--- src/chgcfg_regs.vh ---
`ifndef CHGCFG_REGS_VH
`define CHGCFG_REGS_VH
// Register offsets (command codes)
`define CC_IIN_LIMIT_TGT 8'h15
`define CC_VIN_FLOOR_TGT 8'h16
`define CC_ICHG_TGT 8'h1A
`define CC_VCHG_TGT 8'h1B
`define CC_CV_TIMEOUT 8'h1D
`define CC_CHG_TIMEOUT 8'h1E
`define CC_ABS_TIMEOUT 8'h2B
`define CC_EQ_TIMEOUT 8'h2D
`define CC_CHG_ELAPSED 8'h30
`define CC_CV_ELAPSED 8'h31
`define CC_ABS_ELAPSED 8'h32
`define CC_EQ_ELAPSED 8'h33
`define CC_ICHG_APPLIED 8'h44
`define CC_VCHG_APPLIED 8'h45
`define CC_IIN_APPLIED 8'h46
`define CC_STORAGE_ARM 8'h4F
// Reset values and the arming code
`define CC_IIN_LIMIT_RST 6'h3F
`define CC_VIN_FLOOR_RST 9'h0FF
`define CC_ICHG_RST 5'h1F
`define CC_VCHG_RST 6'h3F
`define CC_CV_TIMEOUT_RST 16'h3840
`define CC_CHG_TIMEOUT_RST 16'hFD20
`define CC_ABS_TIMEOUT_RST 16'h0384
`define CC_EQ_TIMEOUT_RST 16'h0E10
`define CC_ARM_VALUE 16'h534D
// Timer indices
`define CC_T_CHG 0
`define CC_T_CV 1
`define CC_T_ABS 2
`define CC_T_EQ 3
// Strap pin levels as reported by the three-level detector
`define CC_PIN_L 2'h0
`define CC_PIN_H 2'h1
`define CC_PIN_Z 2'h2
// Timing
`define CC_TICK_PERIOD_NS 1000000000
`define CC_CLK_PERIOD_NS 10
`define CC_TICK_CYCLES (`CC_TICK_PERIOD_NS / `CC_CLK_PERIOD_NS)
`endif

--- src/chgcfg_top.v ---
// Function
// - Four 16-bit timers count whole seconds, span about 18.2 hours.
// - Each timer has read-only elapsed register and read/write timeout register.
// - Writing 0x534D to the arming register arms storage mode; others do not.
// - Once armed, the arming register cannot be changed by writes; only reset or a completed wake clears it.
// - Armed device enters storage mode only when input voltage falls below threshold.
// - Input returning above threshold starts the wake; completing it leaves storage mode and resets all registers.
// - Staying out of storage mode latches only after input and rail are ready.
// - In storage mode the cutoff gate output turns the external switch off.
// - Charge voltage target writes keep bits 4:0 for lithium, 5:0 for lead-acid; reset loads 0x3F for both.
// - Converter targets are read/write; applied values are read-only.
// - Three three-level straps set cell count, up to nine for lithium.
// - Cell straps decode per table; 12 cells only with HHH.
// - Lead-acid accepts only 3, 6 or 12 cells.
// - No per-cell monitoring; per-cell voltage is stack divided by count.
// - Two three-level straps select one of nine charging algorithms.
// - Chemistry straps decode per table, nine combinations.
`timescale 1ns/1ns
`default_nettype none
`include "chgcfg_regs.vh"
module chgcfg_top #(
  parameter [6:0] DEV_ADDR = 7'h68,
  parameter [31:0] TICK_CYCLES = `CC_TICK_CYCLES
) (
  input wire i_mclk,
  input wire i_rst_n,
  input wire i_scl,
  input wire i_sda,
  output reg o_sda_out,
  output reg o_sda_oe,
  input wire i_vin_above_thresh,
  input wire i_rail_ready,
  input wire [1:0] i_cell_count_sel_hi,
  input wire [1:0] i_cell_count_sel_mid,
  input wire [1:0] i_cell_count_sel_lo,
  input wire [1:0] i_chemistry_sel_hi,
  input wire [1:0] i_chemistry_sel_lo,
  input wire [3:0] i_phase_run,
  input wire [4:0] i_charge_current_applied,
  input wire [5:0] i_charge_voltage_applied,
  input wire [5:0] i_input_current_limit_applied,
  output reg [3:0] o_phase_expired,
  output reg [5:0] o_input_current_limit_target,
  output reg [8:0] o_input_voltage_floor_target,
  output reg [4:0] o_charge_current_target,
  output reg [5:0] o_charge_voltage_target,
  output reg o_sys_cutoff_gate,
  output reg o_storage_mode,
  output reg [3:0] o_cell_count,
  output reg o_cell_count_valid,
  output reg [3:0] o_chemistry,
  output reg o_lead_acid
);
  // ==========================================
  // Pin synchronisers
  // ==========================================
  // Three stages; a level counts once stages two and three agree
  reg [2:0] scl_sh, sda_sh, vin_sh, rail_sh;
  reg [2:0] strap_sh [0:9];
  reg scl_f, sda_f, scl_p, sda_p, vin_f, rail_f;
  reg [9:0] strap_f;
  wire [9:0] strap_raw = {i_cell_count_sel_hi, i_cell_count_sel_mid, i_cell_count_sel_lo,
    i_chemistry_sel_hi, i_chemistry_sel_lo};
  genvar g;
  generate
    for (g = 0; g < 10; g = g + 1) begin : g_strap
      always @(posedge i_mclk) begin
        strap_sh[g] <= {strap_sh[g][1:0], strap_raw[g]};
        if (strap_sh[g][1] == strap_sh[g][2]) begin
          strap_f[g] <= strap_sh[g][2];
        end
      end
    end
  endgenerate
  always @(posedge i_mclk) begin
    scl_sh <= {scl_sh[1:0], i_scl};
    sda_sh <= {sda_sh[1:0], i_sda};
    vin_sh <= {vin_sh[1:0], i_vin_above_thresh};
    rail_sh <= {rail_sh[1:0], i_rail_ready};
    if (!i_rst_n) begin
      scl_f <= 1'b1;
      sda_f <= 1'b1;
      scl_p <= 1'b1;
      sda_p <= 1'b1;
      vin_f <= 1'b1;
      rail_f <= 1'b0;
    end else begin
      if (scl_sh[1] == scl_sh[2]) scl_f <= scl_sh[2];
      if (sda_sh[1] == sda_sh[2]) sda_f <= sda_sh[2];
      if (vin_sh[1] == vin_sh[2]) vin_f <= vin_sh[2];
      if (rail_sh[1] == rail_sh[2]) rail_f <= rail_sh[2];
      scl_p <= scl_f;
      sda_p <= sda_f;
    end
  end
  wire scl_rise = scl_f & ~scl_p;
  wire scl_fall = ~scl_f & scl_p;
  wire bus_start = scl_f & scl_p & sda_p & ~sda_f;
  wire bus_stop = scl_f & scl_p & ~sda_p & sda_f;

  // ==========================================
  // Storage mode sequencer
  // ==========================================
  localparam [1:0] SM_RUN = 2'h0;
  localparam [1:0] SM_SHIP = 2'h1;
  localparam [1:0] SM_WAKE = 2'h2;
  reg [1:0] sm_state;
  reg [15:0] storage_arm;
  reg wake_clr;
  wire regs_rst = !i_rst_n || wake_clr;
  wire armed = (storage_arm == `CC_ARM_VALUE);
  always @(posedge i_mclk) begin
    if (!i_rst_n) begin
      sm_state <= SM_RUN;
      wake_clr <= 1'b0;
      o_sys_cutoff_gate <= 1'b0;
      o_storage_mode <= 1'b0;
    end else begin
      wake_clr <= 1'b0;
      case (sm_state)
        SM_RUN: begin
          if (armed && !vin_f) sm_state <= SM_SHIP;
        end
        SM_SHIP: begin
          if (vin_f) sm_state <= SM_WAKE;
        end
        SM_WAKE: begin
          if (!vin_f) begin
            sm_state <= SM_SHIP;
          end else if (rail_f) begin
            sm_state <= SM_RUN;
            wake_clr <= 1'b1;
          end
        end
        default: sm_state <= SM_RUN;
      endcase
      o_sys_cutoff_gate <= (sm_state != SM_RUN);
      o_storage_mode <= (sm_state != SM_RUN);
    end
  end

  // ==========================================
  // Strap decode
  // ==========================================
  // Straps are caught once after reset or a completed wake; a static board tie is assumed
  reg strap_done;
  reg [3:0] next_cells;
  reg next_cells_ok;
  reg [3:0] next_chem;
  always @* begin
    next_cells_ok = 1'b1;
    case (strap_f[9:4])
      {`CC_PIN_L, `CC_PIN_L, `CC_PIN_H}: next_cells = 4'h1;
      {`CC_PIN_L, `CC_PIN_H, `CC_PIN_L}: next_cells = 4'h2;
      {`CC_PIN_L, `CC_PIN_H, `CC_PIN_H}: next_cells = 4'h3;
      {`CC_PIN_L, `CC_PIN_L, `CC_PIN_Z}: next_cells = 4'h4;
      {`CC_PIN_L, `CC_PIN_Z, `CC_PIN_L}: next_cells = 4'h5;
      {`CC_PIN_L, `CC_PIN_H, `CC_PIN_Z}: next_cells = 4'h6;
      {`CC_PIN_L, `CC_PIN_Z, `CC_PIN_H}: next_cells = 4'h7;
      {`CC_PIN_L, `CC_PIN_Z, `CC_PIN_Z}: next_cells = 4'h8;
      {`CC_PIN_H, `CC_PIN_L, `CC_PIN_L}: next_cells = 4'h9;
      {`CC_PIN_H, `CC_PIN_H, `CC_PIN_H}: next_cells = 4'hC;
      default: begin
        next_cells = 4'h0;
        next_cells_ok = 1'b0;
      end
    endcase
    case (strap_f[3:0])
      {`CC_PIN_L, `CC_PIN_L}: next_chem = 4'h0;
      {`CC_PIN_H, `CC_PIN_H}: next_chem = 4'h1;
      {`CC_PIN_L, `CC_PIN_Z}: next_chem = 4'h2;
      {`CC_PIN_Z, `CC_PIN_L}: next_chem = 4'h3;
      {`CC_PIN_L, `CC_PIN_H}: next_chem = 4'h4;
      {`CC_PIN_H, `CC_PIN_Z}: next_chem = 4'h5;
      {`CC_PIN_Z, `CC_PIN_H}: next_chem = 4'h6;
      {`CC_PIN_Z, `CC_PIN_Z}: next_chem = 4'h7;
      {`CC_PIN_H, `CC_PIN_L}: next_chem = 4'h8;
      default: next_chem = 4'hF;
    endcase
  end
  wire next_lead = (next_chem == 4'h7) || (next_chem == 4'h8);
  reg [1:0] strap_wait;
  always @(posedge i_mclk) begin
    if (regs_rst) begin
      strap_done <= 1'b0;
      strap_wait <= 2'h0;
      o_cell_count <= 4'h0;
      o_cell_count_valid <= 1'b0;
      o_chemistry <= 4'hF;
      o_lead_acid <= 1'b0;
    end else if (!strap_done) begin
      // Wait for the synchronisers to fill before latching
      strap_wait <= strap_wait + 2'h1;
      if (strap_wait == 2'h3) begin
        strap_done <= 1'b1;
        o_chemistry <= next_chem;
        o_lead_acid <= next_lead;
        o_cell_count <= next_cells;
        o_cell_count_valid <= next_cells_ok && (next_chem != 4'hF) &&
          (next_lead ? (next_cells == 4'h3 || next_cells == 4'h6 || next_cells == 4'hC)
                     : (next_cells != 4'hC));
      end
    end
  end

  // ==========================================
  // Charge phase timers
  // ==========================================
  reg [31:0] tick_cnt;
  reg tick;
  reg [15:0] elapsed [0:3];
  reg [15:0] timeout [0:3];
  always @(posedge i_mclk) begin
    if (regs_rst) begin
      tick_cnt <= 32'h0;
      tick <= 1'b0;
    end else begin
      tick <= (tick_cnt == TICK_CYCLES - 32'h1);
      tick_cnt <= (tick_cnt == TICK_CYCLES - 32'h1) ? 32'h0 : tick_cnt + 32'h1;
    end
  end
  generate
    for (g = 0; g < 4; g = g + 1) begin : g_timer
      always @(posedge i_mclk) begin
        if (regs_rst) begin
          elapsed[g] <= 16'h0;
          o_phase_expired[g] <= 1'b0;
        end else begin
          // one count per second, holds at full scale
          if (!i_phase_run[g]) begin
            elapsed[g] <= 16'h0;
          end else if (tick && elapsed[g] != 16'hFFFF) begin
            elapsed[g] <= elapsed[g] + 16'h1;
          end
          o_phase_expired[g] <= i_phase_run[g] && (elapsed[g] >= timeout[g]);
        end
      end
    end
  endgenerate

  // ==========================================
  // Serial port
  // ==========================================
  localparam [2:0] SP_IDLE = 3'h0;
  localparam [2:0] SP_ADDR = 3'h1;
  localparam [2:0] SP_CMD = 3'h2;
  localparam [2:0] SP_WLO = 3'h3;
  localparam [2:0] SP_WHI = 3'h4;
  localparam [2:0] SP_RLO = 3'h5;
  localparam [2:0] SP_RHI = 3'h6;
  localparam [2:0] SP_SKIP = 3'h7;
  reg [2:0] sp_state;
  reg [3:0] bit_cnt;
  reg [7:0] shreg, cmd, wlo, tx;
  reg [15:0] rdata;
  reg wr_en;
  reg [15:0] wdata;
  wire sp_rd = (sp_state == SP_RLO) || (sp_state == SP_RHI);
  always @* begin
    case (cmd)
      `CC_IIN_LIMIT_TGT: rdata = {10'h0, o_input_current_limit_target};
      `CC_VIN_FLOOR_TGT: rdata = {7'h0, o_input_voltage_floor_target};
      `CC_ICHG_TGT: rdata = {11'h0, o_charge_current_target};
      `CC_VCHG_TGT: rdata = {10'h0, o_charge_voltage_target};
      `CC_CV_TIMEOUT: rdata = timeout[`CC_T_CV];
      `CC_CHG_TIMEOUT: rdata = timeout[`CC_T_CHG];
      `CC_ABS_TIMEOUT: rdata = timeout[`CC_T_ABS];
      `CC_EQ_TIMEOUT: rdata = timeout[`CC_T_EQ];
      `CC_CHG_ELAPSED: rdata = elapsed[`CC_T_CHG];
      `CC_CV_ELAPSED: rdata = elapsed[`CC_T_CV];
      `CC_ABS_ELAPSED: rdata = elapsed[`CC_T_ABS];
      `CC_EQ_ELAPSED: rdata = elapsed[`CC_T_EQ];
      `CC_ICHG_APPLIED: rdata = {11'h0, i_charge_current_applied};
      `CC_VCHG_APPLIED: rdata = {10'h0, i_charge_voltage_applied};
      `CC_IIN_APPLIED: rdata = {10'h0, i_input_current_limit_applied};
      `CC_STORAGE_ARM: rdata = storage_arm;
      default: rdata = 16'h0;
    endcase
  end
  always @(posedge i_mclk) begin
    if (!i_rst_n) begin
      sp_state <= SP_IDLE;
      bit_cnt <= 4'h0;
      shreg <= 8'h0;
      cmd <= 8'h0;
      wlo <= 8'h0;
      tx <= 8'h0;
      wr_en <= 1'b0;
      wdata <= 16'h0;
      o_sda_out <= 1'b0;
      o_sda_oe <= 1'b0;
    end else begin
      wr_en <= 1'b0;
      if (bus_start) begin
        sp_state <= SP_ADDR;
        bit_cnt <= 4'h0;
        o_sda_oe <= 1'b0;
      end else if (bus_stop) begin
        sp_state <= SP_IDLE;
        o_sda_oe <= 1'b0;
      end else if (sp_state != SP_IDLE && scl_rise) begin
        shreg <= {shreg[6:0], sda_f};
        bit_cnt <= bit_cnt + 4'h1;
        // Controller answers each read byte; a nack ends the read.
        // The address ack rise is skipped: our own ack still holds the line there
        if (sp_rd && bit_cnt == 4'h8 && !o_sda_oe) begin
          if (sda_f) begin
            sp_state <= SP_IDLE;
          end else if (sp_state == SP_RLO) begin
            sp_state <= SP_RHI;
            tx <= rdata[15:8];
          end
        end
      end else if (sp_state != SP_IDLE && scl_fall) begin
        if (bit_cnt == 4'h9) begin
          bit_cnt <= 4'h0;
          o_sda_oe <= sp_rd & ~tx[7];
        end else if (bit_cnt < 4'h8) begin
          o_sda_oe <= sp_rd & ~tx[3'h7 - bit_cnt[2:0]];
        end else if (sp_rd) begin
          o_sda_oe <= 1'b0;
        end else begin
          o_sda_oe <= 1'b1;
          case (sp_state)
            SP_ADDR: begin
              if (shreg[7:1] != DEV_ADDR) begin
                o_sda_oe <= 1'b0;
                sp_state <= SP_IDLE;
              end else if (shreg[0]) begin
                sp_state <= SP_RLO;
                tx <= rdata[7:0];
              end else begin
                sp_state <= SP_CMD;
              end
            end
            SP_CMD: begin
              cmd <= shreg;
              sp_state <= SP_WLO;
            end
            SP_WLO: begin
              wlo <= shreg;
              sp_state <= SP_WHI;
            end
            SP_WHI: begin
              wdata <= {shreg, wlo};
              wr_en <= 1'b1;
              // Stay busy so the ack is released on the next fall
              sp_state <= SP_SKIP;
            end
            // Surplus write bytes are not acked
            SP_SKIP: o_sda_oe <= 1'b0;
            default: sp_state <= SP_IDLE;
          endcase
        end
      end
    end
  end

  // ==========================================
  // Register file
  // ==========================================
  always @(posedge i_mclk) begin
    if (regs_rst) begin
      o_input_current_limit_target <= `CC_IIN_LIMIT_RST;
      o_input_voltage_floor_target <= `CC_VIN_FLOOR_RST;
      o_charge_current_target <= `CC_ICHG_RST;
      o_charge_voltage_target <= `CC_VCHG_RST;
      timeout[`CC_T_CV] <= `CC_CV_TIMEOUT_RST;
      timeout[`CC_T_CHG] <= `CC_CHG_TIMEOUT_RST;
      timeout[`CC_T_ABS] <= `CC_ABS_TIMEOUT_RST;
      timeout[`CC_T_EQ] <= `CC_EQ_TIMEOUT_RST;
      storage_arm <= 16'h0;
    end else if (wr_en) begin
      // targets writable, applied and elapsed not
      case (cmd)
        `CC_IIN_LIMIT_TGT: o_input_current_limit_target <= wdata[5:0];
        `CC_VIN_FLOOR_TGT: o_input_voltage_floor_target <= wdata[8:0];
        `CC_ICHG_TGT: o_charge_current_target <= wdata[4:0];
        // bit 5 kept only for lead-acid
        `CC_VCHG_TGT: o_charge_voltage_target <= {wdata[5] & o_lead_acid, wdata[4:0]};
        `CC_CV_TIMEOUT: timeout[`CC_T_CV] <= wdata;
        `CC_CHG_TIMEOUT: timeout[`CC_T_CHG] <= wdata;
        `CC_ABS_TIMEOUT: timeout[`CC_T_ABS] <= wdata;
        `CC_EQ_TIMEOUT: timeout[`CC_T_EQ] <= wdata;
        `CC_STORAGE_ARM: begin
          if (!armed) storage_arm <= wdata;
        end
        default: ;
      endcase
    end
  end
endmodule
`default_nettype wire

--- config.mk ---
export PLATFORM = sky130hd
export DESIGN_NAME = chgcfg_top
export DESIGN_NICKNAME = d
export VERILOG_FILES = /design/src/chgcfg_top.v
export VERILOG_INCLUDE_DIRS = /design/src
export SDC_FILE = /design/constraint.sdc
export NUM_CORES = 1
export LEC_CHECK = 0
export BUFFER_PORTS_ARGS = -buffer_cell sky130_fd_sc_hd__buf_2
export CORE_MARGIN = 4
export CORE_UTILIZATION = 45
export CTS_BUF_LIST = sky130_fd_sc_hd__clkbuf_4
export DETAILED_ROUTE_END_ITERATION = 6
export MAX_ROUTING_LAYER = met4
export PLACE_DENSITY_LB_ADDON = 0.05
export SLEW_MARGIN = 10
export SYNTH_ARGS = -nofsm -noshare
export SYNTH_HDL_FRONTEND = slang
export SYNTH_SLANG_ARGS = --single-unit
export TNS_END_PERCENT = 30
--- constraint.sdc ---
create_clock -name i_mclk -period 3 [get_ports i_mclk]
set_input_delay 0.45 -clock i_mclk [delete_from_list [all_inputs] [get_ports i_mclk]]
set_output_delay 0.45 -clock i_mclk [all_outputs]
set_load 0.005 [all_outputs]
==> impl_metrics.csv <==
group,metric,value,unit
status,status,"complete, no violations",
place,gp_congestion,1.009,
synthesis,synth_warnings,0,
place,port_buffers,79,
power_and_ir_drop,powerDensity,501.0,mW/mm2
layout,nNetsFinal,1965,
place,placed_cells,2245,
critical_path,rrSetupSlack,0.36,ns
sta,finalMaxSlewViolations,0,
synthesis,synth_area,0.01700,mm2
critical_path,max_stage_delay,0.76,ns
sta,hold_violations,0,
critical_path,cp_top_family,"simple AND/OR/NAND/NOR gates",
synthesis,synth_ff_type,"dfxtp_1",
critical_path,criticalPathCategory,"flip-flop to flip-flop",
route,final_antenna_net_count,0,
critical_path,crit_path_end_kind,"flip-flop",
power_and_ir_drop,p_leak,7.700,nW
hold_path,hold_class,"primary input to flip-flop",
layout,final_cell_mix,"nor2_1 (200), dfxtp_1 (200), nand2_1 (145)",
synthesis,syn-mean-instance-area,9.960,um2
critical_path,cp.arrival,3.38,ns
sta,max_freq,0.3793,GHz
sta,slew_headroom,0.4133,
global_route,grt_antenna_before_repair,5,
clock_tree,cts_buffer_depth,3,
route,viasPerCell,5.542,
flow_run,maxCapViolCount,0,
sta,setup_viol,0,
sta,tightestPinTransition,0.8679,ns
synthesis,synth-edff-count,138,
global_route,grt_pass1_vias,13182,
global_route,overflow,0,
clock_tree,clkTransAtPathRegs,0.07,ns
global_route,grt_pass1_wl,79.36,mm
clock_tree,numCtsBuffers,94,
floorplanning,die_area,0.04096,mm2
clock_tree,root_buffer,"clkbuf_4",
route,wl,52.00,mm
clock_tree,cts.sink_count,339,
route,drt_pass1_iterations,5,
place,dpl.hpwl,38.41,mm
global_route,grt_start_max_net_pins,46,
layout,area_delta_synth_final,13.40,%
critical_path,cp-start-kind,"flip-flop",
sta,rsz0062_at_grt,"no",
synthesis,synth_fp_nets,1819,
critical_path,slowest_stage,"nor4b_1",
clock_tree,clkLatencyLatePin,0.80,ns
floorplanning,io_pins,81,
floorplanning,fp.dieH,202.4,um
route,drtIter0Drc,1098,
sta,fin_crit_sh,0.8789,
route,vias,13466,
sta,setup_tns,0,ns
synthesis,synth-async-reset-ratio,0,
clock_tree,post_cts.repair.setup_buffers,0,
critical_path,worst-path-max-fanout,12,
synthesis,synth_cells,1707,
floorplanning,die_w,202.4,um
layout,layout-drive-gt1-share,0.1642,
floorplanning,coreArea,0.03696,mm2
critical_path,worst_ep_required_time,3.74,ns
sta,clock_skew,0.05037,ns
sta,fin_crit,2.637,ns
floorplanning,rows,70,
floorplanning,initial_core_util,0.4600,
route,drc,0,
critical_path,crit_chain,"nor4b_1, and2_1, buf_4, a22o_1, a2111oi_0, a41oi_1, a22o_1",
route,wire_per_inst,21.40,um
layout,stdcell_count,2430,
critical_path,worstPathBufferInverterCount,1,
clock_tree,tritoncts,"yes",
synthesis,synth.lib_cells_used.distinct,84,
clock_tree,htree_levels,3,
synthesis,ys_ff_latch,339,
global_route,grt_usage,0.2591,
power_and_ir_drop,peakVddDrop,0.0003951,V
critical_path,cp_common_cell,"a22o_1",
synthesis,synth-seq-area-share,0.4804,
repair_timing:
| item | 4_1_cts | 5_1_grt |
|---|---|---|
| resized for setup | 0 | 0 |
| hold buffers | 16 | 0 |
| hold endpoints to repair | 16 | 0 |
per-stage QoR:
stage / area [um2] / hold slack, ns / power, mW / setup WS, ns / utilization
6_report: 19280 / 0.08279 / 9.660 / 0.3632 / 0.5217
5_1_grt: 19280 / 0.04090 / 10.14 / 0.2256 / 0.5216
4_1_cts: 19280 / 0.01983 / 9.816 / 0.4074 / 0.5215
3_5_place_dp: 17940 / 0.3135 / 5.645 / 0.4381 / 0.4854
3_3_place_gp: 17940 / 0.3115 / 5.632 / 0.2997 / 0.4854
2_1_floorplan: 17000 / 0.3096 / 5.425 / 0.8553 / -
area by class of cell:
type / instances / area (um2)
inverter: 82 / 307.8
tap: 504 / 630.6
timing repair buffer: 142 / 908.4
clock inverter: 28 / 130.1
clock buffer: 139 / 1044
fill: 3546 / 17680
multi-input combinational: 1194 / 8087
sequential: 339 / 8169
antenna: 2 / 5.005
cell families (layout without fill, tap and decap cells):
| group | after synthesis | count (layout) | synth area share |
|---|---|---|---|
| other | 1 | 3 | 0.0002206 |
| DFF | 339 | 339 | 0.4804 |
| and+or+nand+nor | 662 | 662 | 0.1927 |
| xor gates and xnor gates | 103 | 103 | 0.05306 |
| muxes | 87 | 87 | 0.06417 |
| buffers and inverters | 174 | 391 | 0.04445 |
| adders and majority gates | 75 | 75 | 0.05519 |
| AOI/OAI and AO/OA | 266 | 266 | 0.1099 |
cells in the mapped netlist, types with 20 or more instances:
| cell type | number | area [um2] |
|---|---|---|
| nor2b_1 | 20 | 125.1 |
| buf_2 | 27 | 135.1 |
| clkbuf_1 | 42 | 157.7 |
| a21o_1 | 26 | 195.2 |
| edfxtp_1 | 138 | 4144 |
| nand4_1 | 33 | 206.5 |
| mux2i_1 | 61 | 610.6 |
| a22oi_1 | 23 | 172.7 |
| nand2_1 | 145 | 544.3 |
| o21ai_0 | 35 | 175.2 |
| nand2b_1 | 30 | 187.7 |
| and2_1 | 49 | 306.5 |
| inv_1 | 81 | 304.0 |
| a21oi_1 | 59 | 295.3 |
| nand3_1 | 75 | 375.4 |
| and3_1 | 30 | 187.7 |
| dfxtp_1 | 201 | 4024 |
| xor2_1 | 62 | 543.0 |
| xnor2_1 | 41 | 359.1 |
| ha_1 | 75 | 938.4 |
| nor2_1 | 201 | 754.5 |
worst reg2reg max path: stages (launching register included):
cell and delay [ns]:
dfxtp_1 0.57, nor4b_1 0.76, and2_1 0.40, buf_4 0.25
a22o_1 0.16, a2111oi_0 0.07, a41oi_1 0.25, a22o_1 0.16
flip-flops by register name, summed over array words and instances, names as in the netlist, 4 cells and up:
name	flops
o_input_voltage_floor_target	9
tx	8
strap_f	10
timeout	64
bit_cnt	4
o_charge_voltage_target	6
storage_arm	16
o_chemistry	4
elapsed	64
o_charge_current_target	5
o_input_current_limit_target	6
o_cell_count	4
tick_cnt	32
wlo	8
o_phase_expired	4
strap_sh	30
cmd	8
wdata	16
shreg	8
routing by layer:
metal  track usage  routed length (um)  up-vias
li1              -                   -     6436
met4       0.08147                1581        0
met3       0.05840                3768      101
met5             -                   0        -
met2        0.3836               22960      456
met1        0.3559               23700     6473
final timing paths:
| path | start | to | cells after the start |
|---|---|---|---|
| setup reg to reg | cmd[4] | tx[6] | 7 |
| hold reg to reg | vin_sh[0] | vin_sh[1] | 0 |
| hold / removal | i_phase_run[0] | o_phase_expired[0] | 4 |
| setup / recovery | cmd[4] | tx[6] | 7 |
where the power goes:
group	internal, mW	switching (mW)
clock	2.13	1.97
sequential	4.92	0.170
combinational	0.208	0.261
total	7.26	2.40
Note: power is estimated with default switching activity, not from simulation.
